## src/common/alu_decoder_pkg.sv

```systemverilog
// Purpose: shared constants and types for the instruction decode and execute block
// Assumes: 14-bit instruction word, 8-bit data path, 13-bit program counter
// Notes: opcodes are matched on the upper bits of the word
package alu_decoder_pkg;

  localparam int WORD_W = 14;
  localparam int DATA_W = 8;
  localparam int PC_W = 13;
  localparam int ADDR_W = 7;
  localparam int PHASES = 4;

  // Opcode fields, top three to eleven bits of the word
  localparam logic [5:0] OP_ADD_REG = 6'h07;
  localparam logic [5:0] OP_AND_REG = 6'h05;
  localparam logic [5:0] OP_SUB_REG = 6'h02;
  localparam logic [5:0] OP_SWAP_REG = 6'h0E;
  localparam logic [5:0] OP_AND_LIT = 6'h39;
  localparam logic [4:0] OP_ADD_LIT = 5'h1F;
  localparam logic [3:0] OP_BIT_SKIP = 4'h7;
  localparam logic [2:0] OP_CALL = 3'h4;
  localparam logic [10:0] OP_DIR_LOAD = 11'h00C;

  // Field positions
  localparam int DEST_BIT = 7;
  localparam int BIT_SEL_LSB = 7;
  localparam int CALL_LIT_W = 11;
  localparam int LATCH_LO = 3;
  localparam int LATCH_HI = 4;
  localparam int NIBBLE = 4;

  // Direction register selector range
  localparam logic [2:0] DIR_FIRST = 3'h5;
  localparam logic [2:0] DIR_LAST = 3'h7;

  typedef enum logic [1:0] {
    PH_DECODE = 2'b00,
    PH_READ = 2'b01,
    PH_PROCESS = 2'b10,
    PH_WRITE = 2'b11
  } phase_e;

  typedef enum logic [3:0] {
    K_NOP = 4'h0,
    K_ADD_REG = 4'h1,
    K_AND_REG = 4'h2,
    K_SUB_REG = 4'h3,
    K_SWAP_REG = 4'h4,
    K_ADD_LIT = 4'h5,
    K_AND_LIT = 4'h6,
    K_BIT_SKIP = 4'h7,
    K_CALL = 4'h8,
    K_DIR_LOAD = 4'h9
  } kind_e;

  // Decoded instruction as it travels from decoder to executor
  typedef struct packed {
    kind_e kind;
    logic to_reg;
    logic [ADDR_W-1:0] addr;
    logic [DATA_W-1:0] lit;
    logic [CALL_LIT_W-1:0] target;
    logic [2:0] bit_sel;
  } decoded_s;

  // Status flag group
  typedef struct packed {
    logic carry;
    logic nibble;
    logic zero;
  } flags_s;

endpackage : alu_decoder_pkg

```

## src/instr_field_decoder.sv

```systemverilog
// Purpose: split a 14-bit instruction word into a decoded record
// Assumes: word is stable for the whole cycle it is decoded in
// Notes: pure combinational; unknown words decode to a no-operation
`timescale 1ns/1ps
`default_nettype none
module instr_field_decoder (
  input wire logic [alu_decoder_pkg::WORD_W-1:0] word_in,
  output alu_decoder_pkg::decoded_s dec_out
);

  // Opcode match, widest pattern first so overlaps cannot alias
  always_comb begin
    dec_out = '0;
    dec_out.kind = alu_decoder_pkg::K_NOP;
    dec_out.to_reg = word_in[alu_decoder_pkg::DEST_BIT];
    dec_out.addr = word_in[alu_decoder_pkg::ADDR_W-1:0];
    dec_out.lit = word_in[alu_decoder_pkg::DATA_W-1:0];
    dec_out.target = word_in[alu_decoder_pkg::CALL_LIT_W-1:0];
    dec_out.bit_sel = word_in[alu_decoder_pkg::BIT_SEL_LSB +: 3];
    if (word_in[13:3] == alu_decoder_pkg::OP_DIR_LOAD) begin
      dec_out.kind = alu_decoder_pkg::K_DIR_LOAD;
    end else if (word_in[13:8] == alu_decoder_pkg::OP_ADD_REG) begin
      dec_out.kind = alu_decoder_pkg::K_ADD_REG;
    end else if (word_in[13:8] == alu_decoder_pkg::OP_AND_REG) begin
      dec_out.kind = alu_decoder_pkg::K_AND_REG;
    end else if (word_in[13:8] == alu_decoder_pkg::OP_SUB_REG) begin
      dec_out.kind = alu_decoder_pkg::K_SUB_REG;
    end else if (word_in[13:8] == alu_decoder_pkg::OP_SWAP_REG) begin
      dec_out.kind = alu_decoder_pkg::K_SWAP_REG;
    end else if (word_in[13:8] == alu_decoder_pkg::OP_AND_LIT) begin
      dec_out.kind = alu_decoder_pkg::K_AND_LIT;
    end else if (word_in[13:9] == alu_decoder_pkg::OP_ADD_LIT) begin
      dec_out.kind = alu_decoder_pkg::K_ADD_LIT;
    end else if (word_in[13:10] == alu_decoder_pkg::OP_BIT_SKIP) begin
      dec_out.kind = alu_decoder_pkg::K_BIT_SKIP;
    end else if (word_in[13:11] == alu_decoder_pkg::OP_CALL) begin
      dec_out.kind = alu_decoder_pkg::K_CALL;
    end
  end

endmodule : instr_field_decoder
`default_nettype wire

```

## src/byte_alu.sv

```systemverilog
// Purpose: 8-bit arithmetic and logic unit with carry and nibble carry
// Assumes: operand a is the register or literal, b is the accumulator
// Notes: subtraction is a minus b, carry out is an inverted borrow
`timescale 1ns/1ps
`default_nettype none
module byte_alu (
  input wire alu_decoder_pkg::kind_e kind_in,
  input wire logic [alu_decoder_pkg::DATA_W-1:0] a_in,
  input wire logic [alu_decoder_pkg::DATA_W-1:0] b_in,
  output logic [alu_decoder_pkg::DATA_W-1:0] result_out,
  output alu_decoder_pkg::flags_s flags_out
);

  localparam int N = alu_decoder_pkg::NIBBLE;

  // Add with carry-in; reused for subtract as a + ~b + 1
  function automatic logic [alu_decoder_pkg::DATA_W:0] add_c(
    input logic [alu_decoder_pkg::DATA_W-1:0] x,
    input logic [alu_decoder_pkg::DATA_W-1:0] y,
    input logic cin
  );
    add_c = {1'b0, x} + {1'b0, y} + {8'h00, cin};
  endfunction : add_c

  function automatic logic [N:0] add_n(
    input logic [N-1:0] x,
    input logic [N-1:0] y,
    input logic cin
  );
    add_n = {1'b0, x} + {1'b0, y} + {4'h0, cin};
  endfunction : add_n

  logic [alu_decoder_pkg::DATA_W:0] sum;
  logic [N:0] low;

  // Result and flags per operation kind
  always_comb begin
    sum = '0;
    low = '0;
    result_out = '0;
    flags_out = '0;
    unique case (kind_in)
      alu_decoder_pkg::K_ADD_REG, alu_decoder_pkg::K_ADD_LIT: begin
        sum = add_c(a_in, b_in, 1'b0);
        low = add_n(a_in[N-1:0], b_in[N-1:0], 1'b0);
      end
      alu_decoder_pkg::K_SUB_REG: begin
        sum = add_c(a_in, ~b_in, 1'b1);
        low = add_n(a_in[N-1:0], ~b_in[N-1:0], 1'b1);
      end
      default: begin
        sum = '0;
        low = '0;
      end
    endcase
    unique case (kind_in)
      alu_decoder_pkg::K_AND_REG, alu_decoder_pkg::K_AND_LIT: result_out = a_in & b_in;
      alu_decoder_pkg::K_SWAP_REG: result_out = {a_in[N-1:0], a_in[7:N]};
      alu_decoder_pkg::K_DIR_LOAD: result_out = b_in;
      default: result_out = sum[alu_decoder_pkg::DATA_W-1:0]; // wraps modulo 256
    endcase
    flags_out.carry = sum[alu_decoder_pkg::DATA_W];
    flags_out.nibble = low[N];
    flags_out.zero = (result_out == 8'h00);
  end

endmodule : byte_alu
`default_nettype wire

```

## src/alu_instruction_decoder.sv

```systemverilog
// Purpose: four-phase decode and execute of a subset of the accumulator instruction set
// Assumes: program memory supplies the word for the current counter; register file answers combinationally
// Notes: one instruction cycle is four clocks; call, and skip when the tested bit is set, insert a whole no-operation cycle
`timescale 1ns/1ps
`default_nettype none
module alu_instruction_decoder (
  input wire logic clk_in,
  input wire logic rst_n_in,
  input wire logic [alu_decoder_pkg::WORD_W-1:0] instr_in,
  input wire logic [alu_decoder_pkg::DATA_W-1:0] reg_rdata_in,
  input wire logic [4:0] pc_high_latch_in,
  output logic [alu_decoder_pkg::PC_W-1:0] pc_out,
  output logic [alu_decoder_pkg::ADDR_W-1:0] reg_addr_out,
  output logic reg_we_out,
  output logic [alu_decoder_pkg::DATA_W-1:0] reg_wdata_out,
  output logic [alu_decoder_pkg::DATA_W-1:0] accum_out,
  output alu_decoder_pkg::flags_s flags_out,
  output logic push_out,
  output logic [alu_decoder_pkg::PC_W-1:0] stack_top_out,
  output logic [2:0] dir_sel_out,
  output logic dir_we_out,
  output logic [alu_decoder_pkg::DATA_W-1:0] dir_wdata_out,
  output alu_decoder_pkg::phase_e phase_out,
  output logic flush_out
);

  alu_decoder_pkg::phase_e phase, next_phase;
  alu_decoder_pkg::decoded_s dec, next_dec, dec_now;
  logic [alu_decoder_pkg::DATA_W-1:0] operand, next_operand;
  logic [alu_decoder_pkg::DATA_W-1:0] result, next_result, alu_result;
  alu_decoder_pkg::flags_s alu_flags, alu_flags_q, next_alu_flags_q;
  logic flush, next_flush;
  logic hold_pc, next_hold_pc;

  logic [alu_decoder_pkg::PC_W-1:0] pc, next_pc;
  logic [alu_decoder_pkg::DATA_W-1:0] accum, next_accum;
  alu_decoder_pkg::flags_s flags, next_flags;
  logic [alu_decoder_pkg::ADDR_W-1:0] reg_addr, next_reg_addr;
  logic reg_we, next_reg_we;
  logic [alu_decoder_pkg::DATA_W-1:0] reg_wdata, next_reg_wdata;
  logic push, next_push;
  logic [alu_decoder_pkg::PC_W-1:0] stack_top, next_stack_top;
  logic [2:0] dir_sel, next_dir_sel;
  logic dir_we, next_dir_we;
  logic [alu_decoder_pkg::DATA_W-1:0] dir_wdata, next_dir_wdata;

  instr_field_decoder u_decode (
    .word_in(instr_in),
    .dec_out(dec_now)
  );

  byte_alu u_alu (
    .kind_in(dec.kind),
    .a_in(operand),
    .b_in(accum),
    .result_out(alu_result),
    .flags_out(alu_flags)
  );

  // Width checks: the call target and the nibble swap are wired for these sizes only
  localparam int LATCH_BITS = alu_decoder_pkg::LATCH_HI - alu_decoder_pkg::LATCH_LO + 1;
  if (alu_decoder_pkg::PC_W != alu_decoder_pkg::CALL_LIT_W + LATCH_BITS) begin : g_pc_width
    $error("program counter width must equal call literal plus latch bits");
  end
  if (alu_decoder_pkg::DATA_W != 2 * alu_decoder_pkg::NIBBLE) begin : g_nibble_width
    $error("data width must be two nibbles");
  end

  // Sequencer and datapath next state; flush turns a whole cycle into a no-operation
  always_comb begin
    next_phase = phase;
    next_dec = dec;
    next_operand = operand;
    next_result = result;
    next_alu_flags_q = alu_flags_q;
    next_flush = flush;
    next_hold_pc = hold_pc;
    next_pc = pc;
    next_accum = accum;
    next_flags = flags;
    next_reg_addr = reg_addr;
    next_reg_we = 1'b0;
    next_reg_wdata = reg_wdata;
    next_push = 1'b0;
    next_stack_top = stack_top;
    next_dir_sel = dir_sel;
    next_dir_we = 1'b0;
    next_dir_wdata = dir_wdata;
    unique case (phase)
      alu_decoder_pkg::PH_DECODE: begin
        next_phase = alu_decoder_pkg::PH_READ;
        next_dec = dec_now;
        if (flush) begin
          next_dec.kind = alu_decoder_pkg::K_NOP;
        end
        next_reg_addr = dec_now.addr;
      end
      alu_decoder_pkg::PH_READ: begin
        next_phase = alu_decoder_pkg::PH_PROCESS;
        unique case (dec.kind)
          alu_decoder_pkg::K_ADD_LIT, alu_decoder_pkg::K_AND_LIT: next_operand = dec.lit;
          default: next_operand = reg_rdata_in;
        endcase
      end
      alu_decoder_pkg::PH_PROCESS: begin
        next_phase = alu_decoder_pkg::PH_WRITE;
        next_result = alu_result;
        next_alu_flags_q = alu_flags;
      end
      alu_decoder_pkg::PH_WRITE: begin
        next_phase = alu_decoder_pkg::PH_DECODE;
        // A call's dead cycle keeps the counter on the target, so the target word runs next
        if (!hold_pc) begin
          next_pc = pc + 13'h0001;
        end
        next_flush = 1'b0;
        next_hold_pc = 1'b0;
        unique case (dec.kind)
          alu_decoder_pkg::K_ADD_REG, alu_decoder_pkg::K_SUB_REG: begin
            next_flags = alu_flags_q;
          end
          alu_decoder_pkg::K_ADD_LIT: begin
            next_flags = alu_flags_q;
            next_accum = result;
          end
          alu_decoder_pkg::K_AND_LIT: begin
            next_flags.zero = alu_flags_q.zero;
            next_accum = result;
          end
          alu_decoder_pkg::K_AND_REG: begin
            next_flags.zero = alu_flags_q.zero;
          end
          alu_decoder_pkg::K_BIT_SKIP: begin
            next_flush = operand[dec.bit_sel];
          end
          alu_decoder_pkg::K_CALL: begin
            next_push = 1'b1;
            next_stack_top = pc + 13'h0001;
            next_pc = {pc_high_latch_in[alu_decoder_pkg::LATCH_HI:alu_decoder_pkg::LATCH_LO], dec.target};
            next_flush = 1'b1;
            next_hold_pc = 1'b1;
          end
          alu_decoder_pkg::K_DIR_LOAD: begin
            if (dec.addr[2:0] >= alu_decoder_pkg::DIR_FIRST && dec.addr[2:0] <= alu_decoder_pkg::DIR_LAST) begin
              next_dir_we = 1'b1;
              next_dir_sel = dec.addr[2:0];
              next_dir_wdata = result;
            end
          end
          default: begin
          end
        endcase
        // Destination routing for register-operand kinds
        if (dec.kind == alu_decoder_pkg::K_ADD_REG || dec.kind == alu_decoder_pkg::K_AND_REG ||
            dec.kind == alu_decoder_pkg::K_SUB_REG || dec.kind == alu_decoder_pkg::K_SWAP_REG) begin
          if (dec.to_reg) begin
            next_reg_we = 1'b1;
            next_reg_wdata = result;
          end else begin
            next_accum = result;
          end
        end
      end
    endcase
  end

  // State registers only
  always_ff @(posedge clk_in or negedge rst_n_in) begin
    if (!rst_n_in) begin
      phase <= alu_decoder_pkg::PH_DECODE;
      dec <= '0;
      operand <= 8'h00;
      result <= 8'h00;
      alu_flags_q <= '0;
      flush <= 1'b0;
      hold_pc <= 1'b0;
      pc <= 13'h0000;
      accum <= 8'h00;
      flags <= '0;
      reg_addr <= 7'h00;
      reg_we <= 1'b0;
      reg_wdata <= 8'h00;
      push <= 1'b0;
      stack_top <= 13'h0000;
      dir_sel <= 3'h0;
      dir_we <= 1'b0;
      dir_wdata <= 8'h00;
    end else begin
      phase <= next_phase;
      dec <= next_dec;
      operand <= next_operand;
      result <= next_result;
      alu_flags_q <= next_alu_flags_q;
      flush <= next_flush;
      hold_pc <= next_hold_pc;
      pc <= next_pc;
      accum <= next_accum;
      flags <= next_flags;
      reg_addr <= next_reg_addr;
      reg_we <= next_reg_we;
      reg_wdata <= next_reg_wdata;
      push <= next_push;
      stack_top <= next_stack_top;
      dir_sel <= next_dir_sel;
      dir_we <= next_dir_we;
      dir_wdata <= next_dir_wdata;
    end
  end

  assign pc_out = pc;
  assign reg_addr_out = reg_addr;
  assign reg_we_out = reg_we;
  assign reg_wdata_out = reg_wdata;
  assign accum_out = accum;
  assign flags_out = flags;
  assign push_out = push;
  assign stack_top_out = stack_top;
  assign dir_sel_out = dir_sel;
  assign dir_we_out = dir_we;
  assign dir_wdata_out = dir_wdata;
  assign phase_out = phase;
  assign flush_out = flush;
endmodule : alu_instruction_decoder
`default_nettype wire

```

## config.mk

```make
export PLATFORM = sky130hd
export DESIGN_NAME = alu_instruction_decoder
export DESIGN_NICKNAME = d
export VERILOG_FILES = /design/src/common/alu_decoder_pkg.sv /design/src/instr_field_decoder.sv /design/src/byte_alu.sv /design/src/alu_instruction_decoder.sv
export SDC_FILE = /design/constraint.sdc
export NUM_CORES = 1
export LEC_CHECK = 0
export ABC_AREA = 1
export BUFFER_PORTS_ARGS = -buffer_cell sky130_fd_sc_hd__buf_2
export CORE_MARGIN = 5
export CORE_UTILIZATION = 50
export DETAILED_ROUTE_END_ITERATION = 8
export GPL_TIMING_DRIVEN = 0
export PLACE_DENSITY = 0.71
export SKIP_CTS_REPAIR_TIMING = 1
export SYNTH_ARGS = -nofsm -noshare
export SYNTH_HDL_FRONTEND = slang
export SYNTH_HIERARCHICAL = 1
export SYNTH_SLANG_ARGS = --single-unit
```

## constraint.sdc

```tcl
create_clock -name clk_in -period 5.5 [get_ports clk_in]
set_input_delay 0.275 -clock clk_in [delete_from_list [all_inputs] [get_ports clk_in]]
set_output_delay 0.275 -clock clk_in [all_outputs]
set_load 0.05 [all_outputs]
```

==> key figures, run 1 <==
Run status
  • Status: complete, no violations

Placed design
  • PortBufs: between 90 and 100
  • Final GP Congestion: roughly 0.94
  • Placed cell count: ~1100
  • Place WS: around 3100 ps
  • Post-DP HPWL: ~13 mm

Worst setup path
  • WS Path Type: reg2reg
  • Reg2Reg Launch Point: operand[0]
  • Reg2Reg Depth: 16
  • Max FO, Critical Path: 5
  • Critical Path RT: between 5000 and 6000 ps
  • Worst R2R End: alu_flags_q[0]
  • Startpoint type of the worst setup path: flop
  • Crit end category: flop
  • CP Data Arrival Time: roughly 2700 ps
  • Reg2reg setup slack: a little over 3000 ps

Timing
  • Final Setup Violations: 0
  • PnR worst setup slack: just over 3000 ps
  • Hold slack: ~75 ps
  • Period utilization: 0.442
  • Final hold violations: 0
  • Minimum clock period: about 2400 ps
  • Clk_skew: 9.40 ps
  • Setup TNS: 0 ps
  • Slew Limit Fails: 0
  • Slew HR: 0.629
  • Unrepaired setup endpoints after global routing: no
  • Fmax: 411 MHz
  • Worst-margin pin slew: about 550 ps

Route
  • Drt total wl: 17.4 mm
  • Drt wl/cell: between 10 and 15 um
  • Post-route DRC violation count: 0
  • Initial DRC count: about 470
  • Via count: roughly 6000
  • Antenna Nets Post-Route: 0
  • Vias per std cell: just over 5
  • Initial DRT Pass Iterations: 5

Min path
  • Worst hold start: instr_in[2]
  • Worst hold endpoint: dec[5]
  • HP Class: in2reg
  • WHS Path Cells: 3

Logic synthesis
  • Yosys top cell area share: 0.427
  • Synth top area cells: dfrtp_1 43%, nand2_1 14%, nand3_1 5.6%
  • Asr flop ratio synth: 1.00
  • Seq cells post-synth: 116
  • Synth warn: 6
  • Synthesized cell area: around 0.007 mm^2
  • Cell accounting for the most synthesized area: dfrtp_1
  • Syn Area/Cell: 7.82 um^2
  • Post-Syn Instances: between 800 and 900
  • Count of distinct cell types in the synthesized netlist: 43
  • Register area share after synthesis: 0.427
  • Top_reg_cell synth: dfrtp_1
  • Syn nets: slightly above 900
  • EDFF count, synth: 0

Power
  • Leakage: around 0.0044 uW
  • VDD IR max: between 0.3 and 0.4 mV
  • Total power: 3080 uW
  • Power Density: 382 mW/mm^2

Clock network
  • Root Driver: clkbuf_16
  • H-tree Lvls: 4
  • CTS buffer count: 17
  • TritonCTS Sinks: roughly 120
  • Worst-Skew Late Latency: about 420 ps
  • CTS tree: built
  • Worst-path clk slew: roughly 50 ps
  • Max clock buf depth: 2

Die
  • Rows: 42
  • Die Y: around 130 um
  • Starting Density: 0.512
  • Die area: roughly 0.016 mm^2
  • I/O pins: 98
  • Core area: roughly 0.013 mm^2
  • Chip width: around 130 um

Final layout
  • Fillers: about 1300
  • Leading cell type in the layout, fill and taps excluded: nand2_1
  • Ant. Diodes: 0
  • Area Growth Syn to Fin: 18.7%
  • Fin cells: about 1200
  • Fraction of layout cells with a size suffix above 1: 0.237
  • Final nets: between 1000 and 1500
  • Most frequent cells in the layout: 261 x nand2_1, 116 x dfrtp_1, 95 x inv_1, 95 x buf_2, 76 x nand3_1

GRT
  • Remaining Overflow, GRT: 0
  • Vias in the first global route: 5883
  • Largest net degree at the start of global routing: 78
  • First-pass GRT wire length: slightly below 30 mm
  • Total GRT Usage: 0.228
  • Initial antenna violation count: 0

Run
  • MaxCap Viol Count: 0
## layer usage
layer,vias up,GRT usage,share of wire
met5,-,0,0
met1,2826,0.300,0.45
li1,2966,-,-
met3,26,0.0626,0.055
met4,0,0.0675,0.015
met2,158,0.369,0.48
## registers in the layout (all words and copies together), names as in the netlist
register and flops:
flush_out 1, accum_out 8, hold_pc 1, dir_we_out 1, stack_top_out 13, alu_flags_q 3
pc_out 13, phase_out 2, dir_wdata_out 8, operand 8, reg_addr_out 7, reg_wdata_out 8
dec 27, dir_sel_out 3, flags_out 3, reg_we_out 1, push_out 1, result 8
## per-stage QoR
step | utilization | cell area, um^2
detailed placement | 0.565 | 7510
CTS | 0.607 | 8070
floorplan | - | 6810
global route | 0.607 | 8080
global placement | 0.563 | 7480
finish | 0.607 | 8080
## area by class of cell
| cell class | count | area (um^2) | share of cell area |
|---|---|---|---|
| Buffer | 56 | 387 | 0.0479 |
| Clock buffer | 24 | 502 | 0.0621 |
| Inverter | 108 | 408 | 0.0505 |
| Multi-Input combinational cell | 590 | 3110 | 0.385 |
| Sequential cell | 116 | 2900 | 0.359 |
| Clock inverter | 5 | 50.0 | 0.00620 |
| Tap cell | 176 | 220 | 0.0273 |
| Timing Repair Buffer | 93 | 499 | 0.0618 |
## logic make-up after synthesis
| kind of cell | count (synthesis) | share of synthesized area |
|---|---|---|
| and+or+nand+nor | 451 | 0.295 |
| buffers and inverters | 164 | 0.117 |
| DFF | 116 | 0.427 |
| AOI/OAI and AO/OA | 93 | 0.0803 |
| adders and majority gates | 25 | 0.0482 |
| muxes | 17 | 0.0281 |
| xor gates and xnor gates | 4 | 0.00515 |
## where the power goes
group | switching, uW | internal (uW)
Combinational | 698 | 255
Sequential | 127 | 973
Clock | 363 | 669
Total | 1190 | 1900
## worst max path at each step
stage                       from              to  slack (ps)
finish                operand[0]  alu_flags_q[0]        3070
global route          operand[0]  alu_flags_q[0]        2900
CTS                   operand[0]  alu_flags_q[0]        3110
detailed placement    operand[0]  alu_flags_q[0]        3140
global placement        rst_n_in      pc_out[11]        2690
floorplan           accum_out[0]  alu_flags_q[0]        3110
## Yosys cell counts (2+ instances only)
library cell,count
a21oi_1,8
buf_2,5
buf_4,41
buf_6,2
clkbuf_1,7
dfrtp_1,116
fa_1,2
ha_1,23
inv_1,95
inv_2,12
mux2_2,17
nand2_1,261
nand2_2,6
nand2_4,5
nand3_1,76
nand3_2,4
nand3b_1,6
nand4_1,9
nor2_1,63
nor2_2,8
nor2_4,3
nor3_1,2
o211ai_1,5
o21ai_0,58
o21ai_1,3
o21ai_2,2
o21ai_4,2
o221ai_1,2
o22ai_1,8
or2_1,3
or2_2,2
xnor2_1,2
xor2_1,2
## critical path: stages (launching register included)
cell and delay (ps):
dfrtp_1 470, inv_1 110, ha_1 220, fa_1 390
inv_1 70, nand2_1 70, nand2_1 110, nand2_1 90
nand2_1 70, nand3_1 90, nand2_1 100, nor2_2 50
nand2_1 60, nor2_1 40, nand2_1 70, nor2_2 40
mux2_2 260
No activity file was read; power rests on OpenSTA's default activity.
==> run 2: changes to the inputs <==
==> constraint.sdc (replaced) <==
create_clock -name clk_in -period 2.38 [get_ports clk_in]
set_input_delay 0.119 -clock clk_in [delete_from_list [all_inputs] [get_ports clk_in]]
set_output_delay 0.119 -clock clk_in [all_outputs]
set_load 0.05 [all_outputs]
==> run 2 against run 1 <==
  * Total power grew 130%
  * Worst hold slack got worse by 57 ps
  * Global-route usage decreased by 0.84 points
  * Maximum frequency up 7.5%
  * Largest cell class unchanged
  * Highest routed layer unchanged
==> key figures, run 2 (same netlist as run 1, synthesis figures left out) <==
Route
  • Drt total wl: roughly 17 mm
  • Initial DRC count: 489
  • Drt wl/cell: approximately 15 um
  • Vias per std cell: approximately 5.1
  • Antenna Nets Post-Route: 0
  • Via count: between 6000 and 7000
  • Post-route DRC violation count: 0
  • Initial DRT Pass Iterations: 5

Timing
  • Minimum clock period: between 2000 and 2500 ps
  • Final Setup Violations: 0
  • PnR worst setup slack: about 120 ps
  • Clk_skew: 6.76 ps
  • Final hold violations: 0
  • Worst-margin pin slew: between 500 and 600 ps
  • Fmax: between 400 and 500 MHz
  • Slew Limit Fails: 0
  • Slew HR: 0.618
  • Setup TNS: 0 ps
  • Unrepaired setup endpoints after global routing: no
  • Period utilization: 0.951

GRT
  • Vias in the first global route: about 5900
  • Routing usage on met1: 0.288
  • First-pass GRT wire length: between 20 and 30 mm
  • Met2 usage: 0.360
  • Total GRT Usage: 0.219
  • Largest net degree at the start of global routing: 100
  • Initial antenna violation count: 0
  • GRT busiest layer: met2
  • Remaining Overflow, GRT: 0
  • Met3 Track Usage GR: 0.0576

Clock network
  • TritonCTS Sinks: roughly 120
  • Root Driver: clkbuf_16
  • CTS buffer count: 17
  • Worst-Skew Late Latency: about 400 ps
  • Max clock buf depth: 2
  • Worst-path clk slew: 50 ps
  • H-tree Lvls: 4
  • CTS tree: built

Min path
  • HP Class: in2reg
  • Worst hold endpoint: operand[3]
  • WHS Path Cells: 3
  • Worst hold start: reg_rdata_in[3]

Power
  • Leakage: approximately 0.0044 uW
  • Power Density: just under 900 mW/mm^2
  • VDD IR max: just under 0.9 mV

Die
  • Die area: 0.0160 mm^2
  • Rows: between 40 and 50
  • Chip width: around 130 um
  • Core area: around 0.013 mm^2
  • Starting Density: 0.512
  • I/O pins: 98
  • Die Y: 127 um

Placed design
  • Post-DP Area: 0.00752 mm^2
  • Final GP Congestion: 0.922
  • Placed cell count: 1138
  • Post-DP HPWL: around 13 mm
  • PortBufs: between 90 and 100
  • Place WS: around 43 ps

Worst setup path
  • Crit path max-delay cell type: dfrtp_2
  • Critical Path RT: 2670 ps
  • Slowest stage delay, CP: roughly 400 ps
  • CP top delay family: simple AND/OR/NAND/NOR gates
  • Crit end category: flop
  • Startpoint type of the worst setup path: flop
  • Reg2Reg Launch Point: operand[0]
  • Most frequent CP cell: nand2_1
  • CP Data Arrival Time: around 2600 ps
  • Reg2Reg Depth: 16
  • WP buf/inv: 2
  • Max FO, Critical Path: 4
  • WS Path Type: reg2reg
  • Reg2reg setup slack: around 120 ps
  • Worst R2R End: alu_flags_q[0]
  • Critical-path cell list: inv_1 -> ha_1 -> fa_2 -> inv_1 -> nand2_1 -> nand2_2 -> nand2_1 -> nand2_1 -> nand3_1 -> nand2_1 -> nor2_2 -> nand2_1 -> nor2_1 -> nand2_1 -> nor2_2 -> mux2_2

Final layout
  • Most flops, register: dec
  • Final nets: approximately 1000
  • Fraction of layout cells with a size suffix above 1: 0.246
  • Max reg flops: 27
  • Leading cell type in the layout, fill and taps excluded: nand2_1
  • Area Growth Syn to Fin: 20.2%
  • Fin cells: about 1200
  • Fillers: between 1000 and 1500
  • Most frequent cells in the layout: 259 x nand2_1, 113 x dfrtp_1, 95 x inv_1, 95 x buf_2, 76 x nand3_1
  • Final instance area: about 0.0082 mm^2
  • Ant. Diodes: 0

Run status
  • Status: complete, no violations

Run
  • MaxCap Viol Count: 0
## run 2: report_power, final
group          leakage [uW]  switching, uW  internal [uW]
Sequential          0.00147            302           2250
Clock              0.000273            821           1570
Combinational       0.00264           1620            608
Total               0.00438           2750           4420
## run 2: how the worst max path moves through the flow
| stage | from | to | depth (start not counted) |
|---|---|---|---|
| after floorplan | accum_out[1] | alu_flags_q[0] | 15 |
| after global placement | rst_n_in | accum_out[0] | 1 |
| after detailed placement | operand[0] | alu_flags_q[0] | 15 |
| after CTS | operand[0] | alu_flags_q[0] | 15 |
| after global routing | operand[0] | alu_flags_q[0] | 16 |
| final | operand[0] | alu_flags_q[0] | 16 |
## run 2: layout make-up
| type | count | area [um^2] | share of cell area |
|---|---|---|---|
| tap | 176 | 220 | 0.0269 |
| inverter | 108 | 408 | 0.0499 |
| clock inverter | 6 | 80.1 | 0.00979 |
| buffer | 56 | 387 | 0.0473 |
| timing repair buffer | 102 | 577 | 0.0705 |
| clock buffer | 23 | 468 | 0.0572 |
| sequential | 116 | 2910 | 0.355 |
| multi-input combinational | 590 | 3130 | 0.383 |
## run 2: layer usage
metal,vias to the layer above,part of all wire
met5,-,0
met3,18,0.057
met4,0,0.013
li1,2980,-
met1,2899,0.44
met2,164,0.48
## run 2: worst min-delay path: stages
cell	delay (ps)
buf_2	70
o21ai_0	80
o22ai_1	100
## run 2: stage by stage
step | total power, uW | hold WS [ps] | util
after floorplan | 4140 | -177 | -
after global placement | 4720 | 331 | 0.563
after detailed placement | 4760 | -31.9 | 0.565
after CTS | 7180 | -459 | 0.607
after global routing | 7540 | 6.83 | 0.615
final | 7170 | 18.1 | 0.615
